### config.mk
export PLATFORM = sky130hd
export DESIGN_NAME = cam_stats
export DESIGN_NICKNAME = d
export VERILOG_FILES = /design/src/logic/cam_stats_pkg.sv /design/src/logic/cam_stats.sv /design/src/logic/addr_table_mem.sv
export SDC_FILE = /design/constraint.sdc
export NUM_CORES = 2
export LEC_CHECK = 0
export BUFFER_PORTS_ARGS = -buffer_cell sky130_fd_sc_hd__buf_2
export CORE_ASPECT_RATIO = 0.7
export CORE_MARGIN = 4
export CORE_UTILIZATION = 35
export DETAILED_ROUTE_END_ITERATION = 7
export HOLD_SLACK_MARGIN = 0.12
export PLACE_DENSITY_LB_ADDON = 0.3
export SKIP_LAST_GASP = 1
export SYNTH_ARGS = -nofsm -noshare
export SYNTH_HDL_FRONTEND = slang
export SYNTH_SLANG_ARGS = --single-unit
### constraint.sdc
create_clock -name sys_clk -period 3.3 [get_ports sys_clk]
set_input_delay 0.165 -clock sys_clk [delete_from_list [all_inputs] [get_ports sys_clk]]
set_output_delay 0.165 -clock sys_clk [all_outputs]
set_load 0.05 [all_outputs]
### src/logic/cam_stats_pkg.sv
package cam_stats_pkg;

  // Register map, byte addresses on a 12-bit address port.
  localparam logic [11:0] HIGH_WORD_BASE = 12'h000;
  localparam logic [11:0] LOW_WORD_BASE  = 12'h080;
  localparam logic [11:0] COUNT_BASE     = 12'h100;
  localparam logic [11:0] STATUS_ADDR    = 12'h118;
  localparam logic [11:0] COND_BASE      = 12'h120;

  // Table and counter geometry.
  localparam int          ENTRIES        = 32;
  localparam int          ADDR_BITS      = 48;
  localparam int          COUNTERS       = 6;
  localparam int          COND_PER_REG   = 8;
  localparam logic [4:0]  LAST_ENTRY     = 5'h1f;

  // Field layout and reset values.
  localparam int          LOW_BITS       = 16;
  localparam int          PENDING_BIT    = 0;
  localparam logic [31:0] COUNT_MAX      = 32'hffffffff;
  localparam logic [31:0] WORD_RESET     = 32'h00000000;

  // Counter slots, in register order.
  localparam int          CNT_TX_GOOD    = 0;
  localparam int          CNT_TX_TOTAL   = 1;
  localparam int          CNT_RX_GOOD    = 2;
  localparam int          CNT_RX_TOTAL   = 3;
  localparam int          CNT_RELAY_GOOD = 4;
  localparam int          CNT_RELAY_TOT  = 5;

  // Reference conditions, as bit numbers inside one entry's nibble.
  localparam logic [1:0]  COND_P0_RX     = 2'h3;
  localparam logic [1:0]  COND_0TO1      = 2'h2;
  localparam logic [1:0]  COND_P1_RX     = 2'h1;
  localparam logic [1:0]  COND_1TO0      = 2'h0;

  // Source of the read data in the cycle after a read strobe.
  localparam logic [1:0]  SEL_WORD       = 2'h0;
  localparam logic [1:0]  SEL_HIGH       = 2'h1;
  localparam logic [1:0]  SEL_LOW        = 2'h2;

  typedef enum logic {
    SCAN_IDLE = 1'b0,
    SCAN_RUN  = 1'b1
  } scan_state_t;

  typedef struct packed {
    logic tx_done;
    logic tx_err;
    logic rx_done;
    logic rx_err;
    logic relay_done;
    logic relay_err;
  } frame_events_t;

  typedef struct packed {
    logic        valid;
    logic [47:0] key;
    logic [1:0]  cond;
  } lookup_req_t;

  typedef struct packed {
    logic       done;
    logic       hit;
    logic [4:0] index;
  } lookup_rsp_t;

endpackage

### src/logic/cam_stats.sv
//////////////////////////////////////////////////////////////////////////////
// Function
// - 32 entries of 48 bits, high word full
// - Low word bits 15:0, upper bits zero
// - First octet most significant in packing
// - Count good transmitted frames
// - Count all transmitted frames
// - Count good received frames
// - Count all received frames
// - Count good relays second to first
// - Count all relays second to first
// - Counters saturate at all ones
// - Read returns value then clears counter
// - Counter writes are ignored
// - Four reference conditions per entry gate lookup
//////////////////////////////////////////////////////////////////////////////
`timescale 1ns/1ps
module cam_stats
  import cam_stats_pkg::*;
(
  // Clock, reset and enable.
  input  wire logic          sys_clk,
  input  wire logic          rst_n,
  input  wire logic          ce,
  // Register port.
  input  wire logic [11:0]   addr,
  input  wire logic [31:0]   wr_data,
  input  wire logic          wr_en,
  input  wire logic          rd_en,
  output logic      [31:0]   rd_data,
  // Frame events from the first port and the relay path.
  input  frame_events_t      events,
  // Lookup request and answer.
  input  lookup_req_t        lookup_req,
  output lookup_rsp_t        lookup_rsp,
  // Table update status.
  output logic               table_write_pending
);

  typedef struct packed {
    logic [1:0]        rd_sel;
    logic [31:0]       rd_word;
    logic [31:0]       stage_high;
    logic              pending;
    logic [4:0]        commit_idx;
    logic [47:0]       commit_addr;
    logic [31:0][3:0]  cond;
    logic [5:0][31:0]  cnt;
    scan_state_t       fsm;
    logic [5:0]        scan_idx;
    logic              probe;
    logic [4:0]        probe_idx;
    logic [47:0]       key;
    logic [1:0]        key_cond;
    lookup_rsp_t       rsp;
  } state_t;

  state_t      state_reg;
  state_t      state_next;
  logic [47:0] mem_q;
  logic [5:0]  ev;
  logic [5:0]  cnt_rd;
  logic        tab_rd;
  logic        low_wr;
  logic        match;
  logic [4:0]  mem_raddr;

  //////////////////////////////////////////////////////////////////////////
  // Decode and event vector.

  assign tab_rd = rd_en && (addr[11:8] == 4'h0);
  assign low_wr = wr_en && (addr[11:7] == LOW_WORD_BASE[11:7]);
  assign mem_raddr = tab_rd ? addr[6:2] : state_reg.scan_idx[4:0];
  assign match = (mem_q == state_reg.key) &&
                 state_reg.cond[state_reg.probe_idx][state_reg.key_cond];

  always_comb begin
    ev[CNT_TX_GOOD]    = events.tx_done && !events.tx_err;
    ev[CNT_TX_TOTAL]   = events.tx_done;
    ev[CNT_RX_GOOD]    = events.rx_done && !events.rx_err;
    ev[CNT_RX_TOTAL]   = events.rx_done;
    ev[CNT_RELAY_GOOD] = events.relay_done && !events.relay_err;
    ev[CNT_RELAY_TOT]  = events.relay_done;
  end

  for (genvar i = 0; i < COUNTERS; i++) begin : g_cnt_rd
    assign cnt_rd[i] = rd_en &&
                       (addr == COUNT_BASE + 12'(4 * i));
  end

  //////////////////////////////////////////////////////////////////////////
  // Entry storage.

  addr_table_mem u_mem (
    .sys_clk (sys_clk),
    .rst_n   (rst_n),
    .ce      (ce),
    .we      (state_reg.pending),
    .waddr   (state_reg.commit_idx),
    .wdata   (state_reg.commit_addr),
    .raddr   (mem_raddr),
    .rdata   (mem_q)
  );

  //////////////////////////////////////////////////////////////////////////
  // Next state.

  always_comb begin
    state_next = state_reg;
    state_next.rsp.done = 1'b0;
    state_next.probe = 1'b0;

    // Commit takes exactly one cycle after the low word lands.
    state_next.pending = 1'b0;
    if (wr_en && addr[11:7] == HIGH_WORD_BASE[11:7]) begin
      state_next.stage_high = wr_data;
    end
    if (low_wr) begin
      state_next.pending = 1'b1;
      state_next.commit_idx = addr[6:2];
      state_next.commit_addr = {state_reg.stage_high,
                                wr_data[LOW_BITS-1:0]};
    end

    // Reference conditions, eight entries per register.
    for (int k = 0; k < ENTRIES; k++) begin
      if (wr_en && addr == COND_BASE + 12'(4 * (k / COND_PER_REG))) begin
        state_next.cond[k] =
          wr_data[4 * (7 - k % COND_PER_REG) +: 4];
      end
    end

    // Counters: the read sees the old value, the event is not lost.
    // No write term reaches them, so bus writes leave them alone.
    for (int i = 0; i < COUNTERS; i++) begin
      if (cnt_rd[i]) begin
        state_next.cnt[i] = ev[i] ? 32'h00000001 : WORD_RESET;
      end else if (ev[i] && state_reg.cnt[i] != COUNT_MAX) begin
        state_next.cnt[i] = state_reg.cnt[i] + 32'h00000001;
      end
    end

    // Read capture; table words come out of the memory register.
    if (rd_en) begin
      state_next.rd_sel = SEL_WORD;
      state_next.rd_word = WORD_RESET;
      if (tab_rd) begin
        state_next.rd_sel = addr[7] ? SEL_LOW : SEL_HIGH;
      end
      for (int i = 0; i < COUNTERS; i++) begin
        if (cnt_rd[i]) begin
          state_next.rd_word = state_reg.cnt[i];
        end
      end
      if (addr == STATUS_ADDR) begin
        state_next.rd_word[PENDING_BIT] = state_reg.pending;
      end
      for (int k = 0; k < ENTRIES; k++) begin
        if (addr == COND_BASE + 12'(4 * (k / COND_PER_REG))) begin
          state_next.rd_word[4 * (7 - k % COND_PER_REG) +: 4] =
            state_reg.cond[k];
        end
      end
    end

    // Lookup scan; bus reads of the table take the read port first.
    unique case (state_reg.fsm)
      SCAN_IDLE: begin
        if (lookup_req.valid) begin
          state_next.fsm = SCAN_RUN;
          state_next.key = lookup_req.key;
          state_next.key_cond = lookup_req.cond;
          state_next.scan_idx = 6'h00;
        end
      end
      SCAN_RUN: begin
        if (state_reg.probe &&
            (match || state_reg.probe_idx == LAST_ENTRY)) begin
          state_next.fsm = SCAN_IDLE;
          state_next.rsp.done = 1'b1;
          state_next.rsp.hit = match;
          state_next.rsp.index = state_reg.probe_idx;
        end else if (!tab_rd && !state_reg.scan_idx[5]) begin
          state_next.probe = 1'b1;
          state_next.probe_idx = state_reg.scan_idx[4:0];
          state_next.scan_idx = state_reg.scan_idx + 6'h01;
        end else if (state_reg.probe) begin
          // A stolen cycle leaves the earlier probe already compared.
          state_next.probe = 1'b0;
        end
      end
    endcase
  end

  always_ff @(posedge sys_clk or negedge rst_n) begin
    if (!rst_n) begin
      state_reg <= '0;
    end else if (ce) begin
      state_reg <= state_next;
    end
  end

  //////////////////////////////////////////////////////////////////////////
  // Outputs. Table reads mux two registers so no wait state is needed.

  always_comb begin
    unique case (state_reg.rd_sel)
      SEL_HIGH: rd_data = mem_q[47:16];
      SEL_LOW:  rd_data = {16'h0000, mem_q[15:0]};
      default:  rd_data = state_reg.rd_word;
    endcase
  end

  assign lookup_rsp = state_reg.rsp;
  assign table_write_pending = state_reg.pending;

  // One set of counter checks per slot, so every register is covered.
  for (genvar i = 0; i < COUNTERS; i++) begin : g_cnt_chk

  end
endmodule

### src/logic/addr_table_mem.sv
`timescale 1ns/1ps
module addr_table_mem
  import cam_stats_pkg::*;
(
  // Clock, reset and enable.
  input  wire logic        sys_clk,
  input  wire logic        rst_n,
  input  wire logic        ce,
  // Write port.
  input  wire logic        we,
  input  wire logic [4:0]  waddr,
  input  wire logic [47:0] wdata,
  // Read port, data one cycle later.
  input  wire logic [4:0]  raddr,
  output logic      [47:0] rdata
);

  logic [47:0] mem [ENTRIES];

  // Every entry resets to zero so readback is defined before programming.
  // This costs flops instead of a plain RAM, which the table size allows.
  always_ff @(posedge sys_clk or negedge rst_n) begin
    if (!rst_n) begin
      for (int e = 0; e < ENTRIES; e++) begin
        mem[e] <= 48'h0;
      end
    end else if (ce && we) begin
      mem[waddr] <= wdata;
    end
  end

  always_ff @(posedge sys_clk or negedge rst_n) begin
    if (!rst_n) begin
      rdata <= 48'h0;
    end else if (ce) begin
      rdata <= mem[raddr];
    end
  end

endmodule

* Word level (Yosys, flattened, before mapping) *
Index checks and enable logic that the tools add are counted.

operators by class
  add/subtract/negate cells = 7
  multiply operators = 0
  div/mod/pow operators = 0
  order comparisons = 5
  equal/unequal tests = 25
  shifts and indexed selects = 0
  multiplexer cells = 82
  bitwise operators = 4
  reduce and logical (&&, ||, !) cells = 58

operator list
  kind                   count
  $bwmux 1536            1
  $mux 32                18
  $bmux 48 s5            1
  $demux 48 s5           1
  $add 32x1->32 const B  6
  $ne 32x32->1 const B   6
  $mux 48                3
  $eq 12x9->1 const B    11
  $mux 4                 33
  $pmux 32 s2            1
  $mux 54                1
  $eq 48x48->1           1
  $logic_and 1x1->1      27
  $reduce_and 2->1       13
  $mux 7                 3
  $bmux 4 s5             1
  $pmux 7 s2             1
  $ge 6x6->1 const B     2
  $mux 12                1
  $mux 6                 2
  $not 5->6              2
  $reduce_bool 2->1      6
  $mux 1                 10
  $mux 5                 2
  other kinds (19)       28

word-level totals
  flip-flop bits (word level) = 2,094
  bits in latches = 0
  bits in writable memories = 0
  ROM bits = 0
  input bits = 106
  output and inout bits = 40
  word-level logic and storage cells = 267
  memories kept = 0

* Depth between registers and ports, before layout *
  depth after elaboration = 13
  depth in mapped cells = 12
  depth with buffers taken out = 9

* By module *
From an unflattened synthesis, not the netlist that was laid out.

second synthesis, totals
  cells, all modules = 7,589
  area total of the unflattened synthesis = 98,774.7 um^2

modules (own cells, without submodules)
  module          times used  cells each  area an instance (um^2)  seq. area each (um^2)
  addr_table_mem  1           5,121       72,155.5                 39,638.0
  cam_stats       1           2,468       26,619.3                 12,762.2

* Worst setup path before layout *
OpenSTA, ideal clock, no wires.

  path type = reg2reg
  start point = register state_reg[57] in the netlist's numbering
  end point = register state_reg[60] in the netlist's numbering
  setup time = 0.128 ns
  arrival = 2.496 ns
  data required time = 3.172 ns
  setup slack = 0.676 ns
  cell stages (with the launch flop) = 11
  buffers on the path = 3
  clock period less this slack = 2.624 ns
  cells stage by stage = dfrtp_1 > buf_6 > buf_6 > mux2_2 > a221oi_1 > nand4_1 > a32oi_1 > a211o_1 > a31oi_4 > buf_4 > mux2_1

on the way
  longest elaborated chain between the ends = 9
  elaborated cells on any way between the ends = 10
  classes of those cells = eq/ne: 1; mux: 4; bitwise: 1; reduce/logical: 4

ends and longest elaborated chain
  what                                 RTL line          text
  start, declared                      cam_stats.sv:58   state_t state_reg;
  start signal, assigned               cam_stats.sv:199  state_reg <= state_next;
  $bmux 4 s5                           cam_stats.sv:75   state_reg.cond[state_reg.probe_idx][state_reg.key_cond];
  $mux 4 (implied by the code)         cam_stats.sv:75
  $bmux 1 s2                           cam_stats.sv:75
  $mux 1 (implied by the code)         cam_stats.sv:75
  $logic_and 1x1->1                    cam_stats.sv:74   assign match = (mem_q == state_reg.key) &&
  $logic_or 1x1->1 *                   cam_stats.sv:178  (match || state_reg.probe_idx == LAST_ENTRY)) begin
  $logic_and 1x1->1 *                  cam_stats.sv:177  if (state_reg.probe &&
  $not 1->1 (no source line) *         -
  $reduce_and 4->1 (no source line) *  -

Mark *: on every way between the ends. The rest lies on a longest branch, timed or not. The select of a mux whose other input is x is not followed.
A chain may end at the register's enable or synchronous reset.

* Worst setup path after layout *
  start point = register u_mem.rdata[42]
  end point = register state_reg[61] in the netlist's numbering

on the way
  longest elaborated chain between the ends = 6

ends and longest elaborated chain
  what                               RTL line              text
  start, declared                    addr_table_mem.sv:15  output logic [47:0] rdata
  start signal, assigned             addr_table_mem.sv:36  rdata <= mem[raddr];
  $eq 48x48->1                       cam_stats.sv:74
  $logic_and 1x1->1                  cam_stats.sv:74
  $logic_or 1x1->1                   cam_stats.sv:178
  $logic_and 1x1->1                  cam_stats.sv:177
  $not 1->1 (no source line)         -
  $reduce_and 4->1 (no source line)  -

No other way between the ends.

==> out/results.tsv <==
stage	metric	value	unit
route	antenna-violating nets left	0	
logic_synthesis	top cells by area, synth	dfrtp_1 54%, mux2_2 22%, mux4_2 5.0%	
global_route	number of global-route vias before repair	66938	
logic_synthesis	commonest register cell after synthesis	dfrtp_1	
cells_and_area	Non-Filler Instances	11507	
timing	max_slew headroom	11.4	%
critical_path	critical path class	flop to flop	
floorplanning	chip height	450	um
logic_synthesis	register area share after synthesis	53.7	%
clock_network	CTS Buffer Depth	4	
logic_synthesis	EDFF count, synth	0	
critical_path	CP endpoint kind	flop	
timing	max frequency	298	MHz
critical_path	Worst path slowest cell	nor4_2	
timing	final hold slack	0.152	ns
timing	period utilization	102	%
clock_network	CTS tree	built	
route	Starting DRT DRC Count	7331	
timing	final hold viol count	0	
route	vias post-DR	66428	
power	leak pwr	53.4	nW
logic_synthesis	share of the synthesized area in the top cell type	53.7	%
cells_and_area	multi-input logic area	42800	um^2
status	outcome	complete, but fails checks	
floorplanning	Site Rows	161	
power	power after layout	68.3	mW
placement	placed instance count	10998	
cells_and_area	Final Net Count	7799	
power	Cell Pwr Density	600	nW/um^2
route	final WL	333000	um
timing	RSZ-0062 raised after global routing	false	
timing	skew final	0.0663	ns
status	failing checks	setup timing	
placement	Final HPWL DP	218000	um
cells_and_area	layout cells sized above 1	39.6	%
timing	crit path time final	3.35	ns
logic_synthesis	most common cell in the netlist	dfrtp_1	
logic_synthesis	Mapped Cells	7386	
global_route	overflow left after global routing	0	
critical_path	CP top delay family	simple AND/OR/NAND/NOR gates	
critical_path	Buf/Inv on CP	2	
route	1st-pass router iterations	8	
timing	setup slack after layout	-0.0543	ns
floorplanning	# IOs	146	
flow_run	# Max-Cap Violations	0	
logic_synthesis	Syn. warnings	0	
floorplanning	core area	276000	um^2
logic_synthesis	largest area contributor in the netlist	dfrtp_1	
critical_path	critical path fanouts, max	11	
critical_path	CP Data Required Time	4.03	ns
critical_path	critical-path cell list	xnor2_1 -> nand4_1 -> nor4_2 -> nand3_1 -> buf_4 -> a211o_1 -> a31oi_4 -> buf_12 -> mux2_2	
clock_network	Worst-path clk slew	0.06	ns
logic_synthesis	Mapped Nets	7501	
route	Avg Vias per Cell	5.77	
route	DRC	0	
logic_synthesis	ys async rst share	100	%
global_route	initial antenna violation count	30	
logic_synthesis	synthesized area	97700	um^2
timing	Final Setup Violations	7	
timing	max-slew violations	0	
cells_and_area	Largest register FFs	1536	
cells_and_area	Register Area	52400	um^2
clock_network	CTS H-Tree Depth	4	
power	maximum vdd ir drop	411	uV
min_path	HP Class	input pin to flop	
clock_network	clk_lat worst skew	0.87	ns
critical_path	Startpoint Class	flop	
floorplanning	initial core utilization	35.3	%
clock_network	Num Clock Sinks	2094	
placement	placement-stage cell area	106000	um^2
timing	actual slew at the worst max-slew pin	1.33	ns
cells_and_area	filler instances	25540	
logic_synthesis	post-synthesis cell type count	78	
placement	GP Congestion	0.927	
floorplanning	die area	288000	um^2
cells_and_area	Area Growth Syn to Fin	16.5	%
logic_synthesis	top cells by count, synth	2094 x dfrtp_1, 1901 x mux2_2, 570 x nand2_1	
clock_network	CTS buffer count	208	
route	WL per Instance	28.9	um
critical_path	CP max stage delay	0.53	ns
floorplanning	Horiz. Die Dim	639	um
placement	I/O Buffers	145	
logic_synthesis	Yosys reg bits	2094	
critical_path	arrival time at the worst endpoint	4.09	ns
logic_synthesis	mean post-synth cell area	13.2	um^2
global_route	largest net degree at the start of global routing	108	
global_route	first-pass GRT wire length	485000	um
cells_and_area	Finished Cell Area	114000	um^2
global_route	gr usage total	22.7	%
clock_network	clock root buffer	clkbuf_16	
==> cell families (layout without fill, tap and decap cells) <==
logic type      Yosys count  in the layout  share of synthesized area, %
compound gates          668            668                          5.04
xor+xnor                201            201                          1.80
fa+ha+maj                 9              9                         0.115
buf+inv                 690           1133                          2.93
flops                  2094           2094                          53.7
mux                    2463           2463                          30.5
other cells               0             11                             0
simple gates           1261           1261                          5.99
==> timing repair <==
| action | 4_1_cts | 5_1_grt |
|---|---|---|
| hold buffers | 143 | 0 |
| gates cloned | 0 | 0 |
| buffers inserted | 0 | 0 |
| endpoints found under the hold margin | 2167 | 0 |
| resized for setup | 4 | 2 |
| endpoints found under the setup margin | 27 | 10 |
==> layer usage <==
metal	GRT usage, %	part of all wire [%]
met5	0	0.010
met4	7.60	3.8
met3	5.13	8.5
met2	32.4	42
met1	33.8	45
==> power by group <==
group	switching (mW)	internal (mW)
Combinational	9.28	6.38
Clock	10.3	13.7
Sequential	2.10	26.5
==> stage by stage <==
stage / setup slack (ns) / util, % / TNS, ns
floorplan: 0.676 / - / 0
global placement: -0.107 / 38.2 / -0.996
detailed placement: -0.122 / 38.2 / -1.06
CTS: 0.0323 / 41.1 / 0
global route: 0.0233 / 41.2 / 0
finish: -0.0543 / 41.2 / -0.205
==> placed cells by master, fill, tap and decap left out, drive strengths merged, types with 9 or more instances in the layout <==
cell and count:
o211ai 94, diode 11, a22oi 31, nand3 126
or3 31, xor2 77, bufinv 11, a32oi 98
and4 20, o21ai 135, mux4 216, a41oi 9
o221ai 9, nand2 571, dfrtp 2094, xnor2 124
a221oi 19, a21oi 62, nor3 46, ha 9
clkbuf 310, buf 590, nand4 78, dlygate4sd3 142
nor2b 15, nor2 243, and3 37, a222oi 88
mux2 1902, a31oi 66, nor4 28, and2 17
clkinv 31, a22o 21, inv 49, mux2i 345
nand2b 9
==> final cells by class <==
class                      count  area share, %
sequential                  2094           46.1
multi-input combinational   4602           37.7
timing repair buffer         732           6.18
clock buffer                 310           5.41
tap                         3667           4.03
clock inverter                45          0.480
inverter                      46          0.153
antenna                       11         0.0242
==> path summary, 6_finish.rpt <==
path / start / to / slack, ns / depth (start not counted)
min: addr[1] / state_reg[103] / 0.15 / 6
min in group asynchronous: rst_n / state_reg[388] / 0.24 / 3
max in group asynchronous: rst_n / u_mem.mem[303] / 2.08 / 3
max reg2reg: u_mem.rdata[42] / state_reg[61] / -0.05 / 9
min reg2reg: state_reg[492] / state_reg[492] / 0.49 / 2
max: u_mem.rdata[42] / state_reg[61] / -0.05 / 9
==> worst reg2reg max path, cell delays in order (launching register included) <==
cell and delay [ns]:
dfrtp_1 0.49, xnor2_1 0.49, nand4_1 0.27, nor4_2 0.53, nand3_1 0.19, buf_4 0.20
a211o_1 0.35, a31oi_4 0.21, buf_12 0.15, mux2_2 0.34
Note: power is estimated with default switching activity, not from simulation.
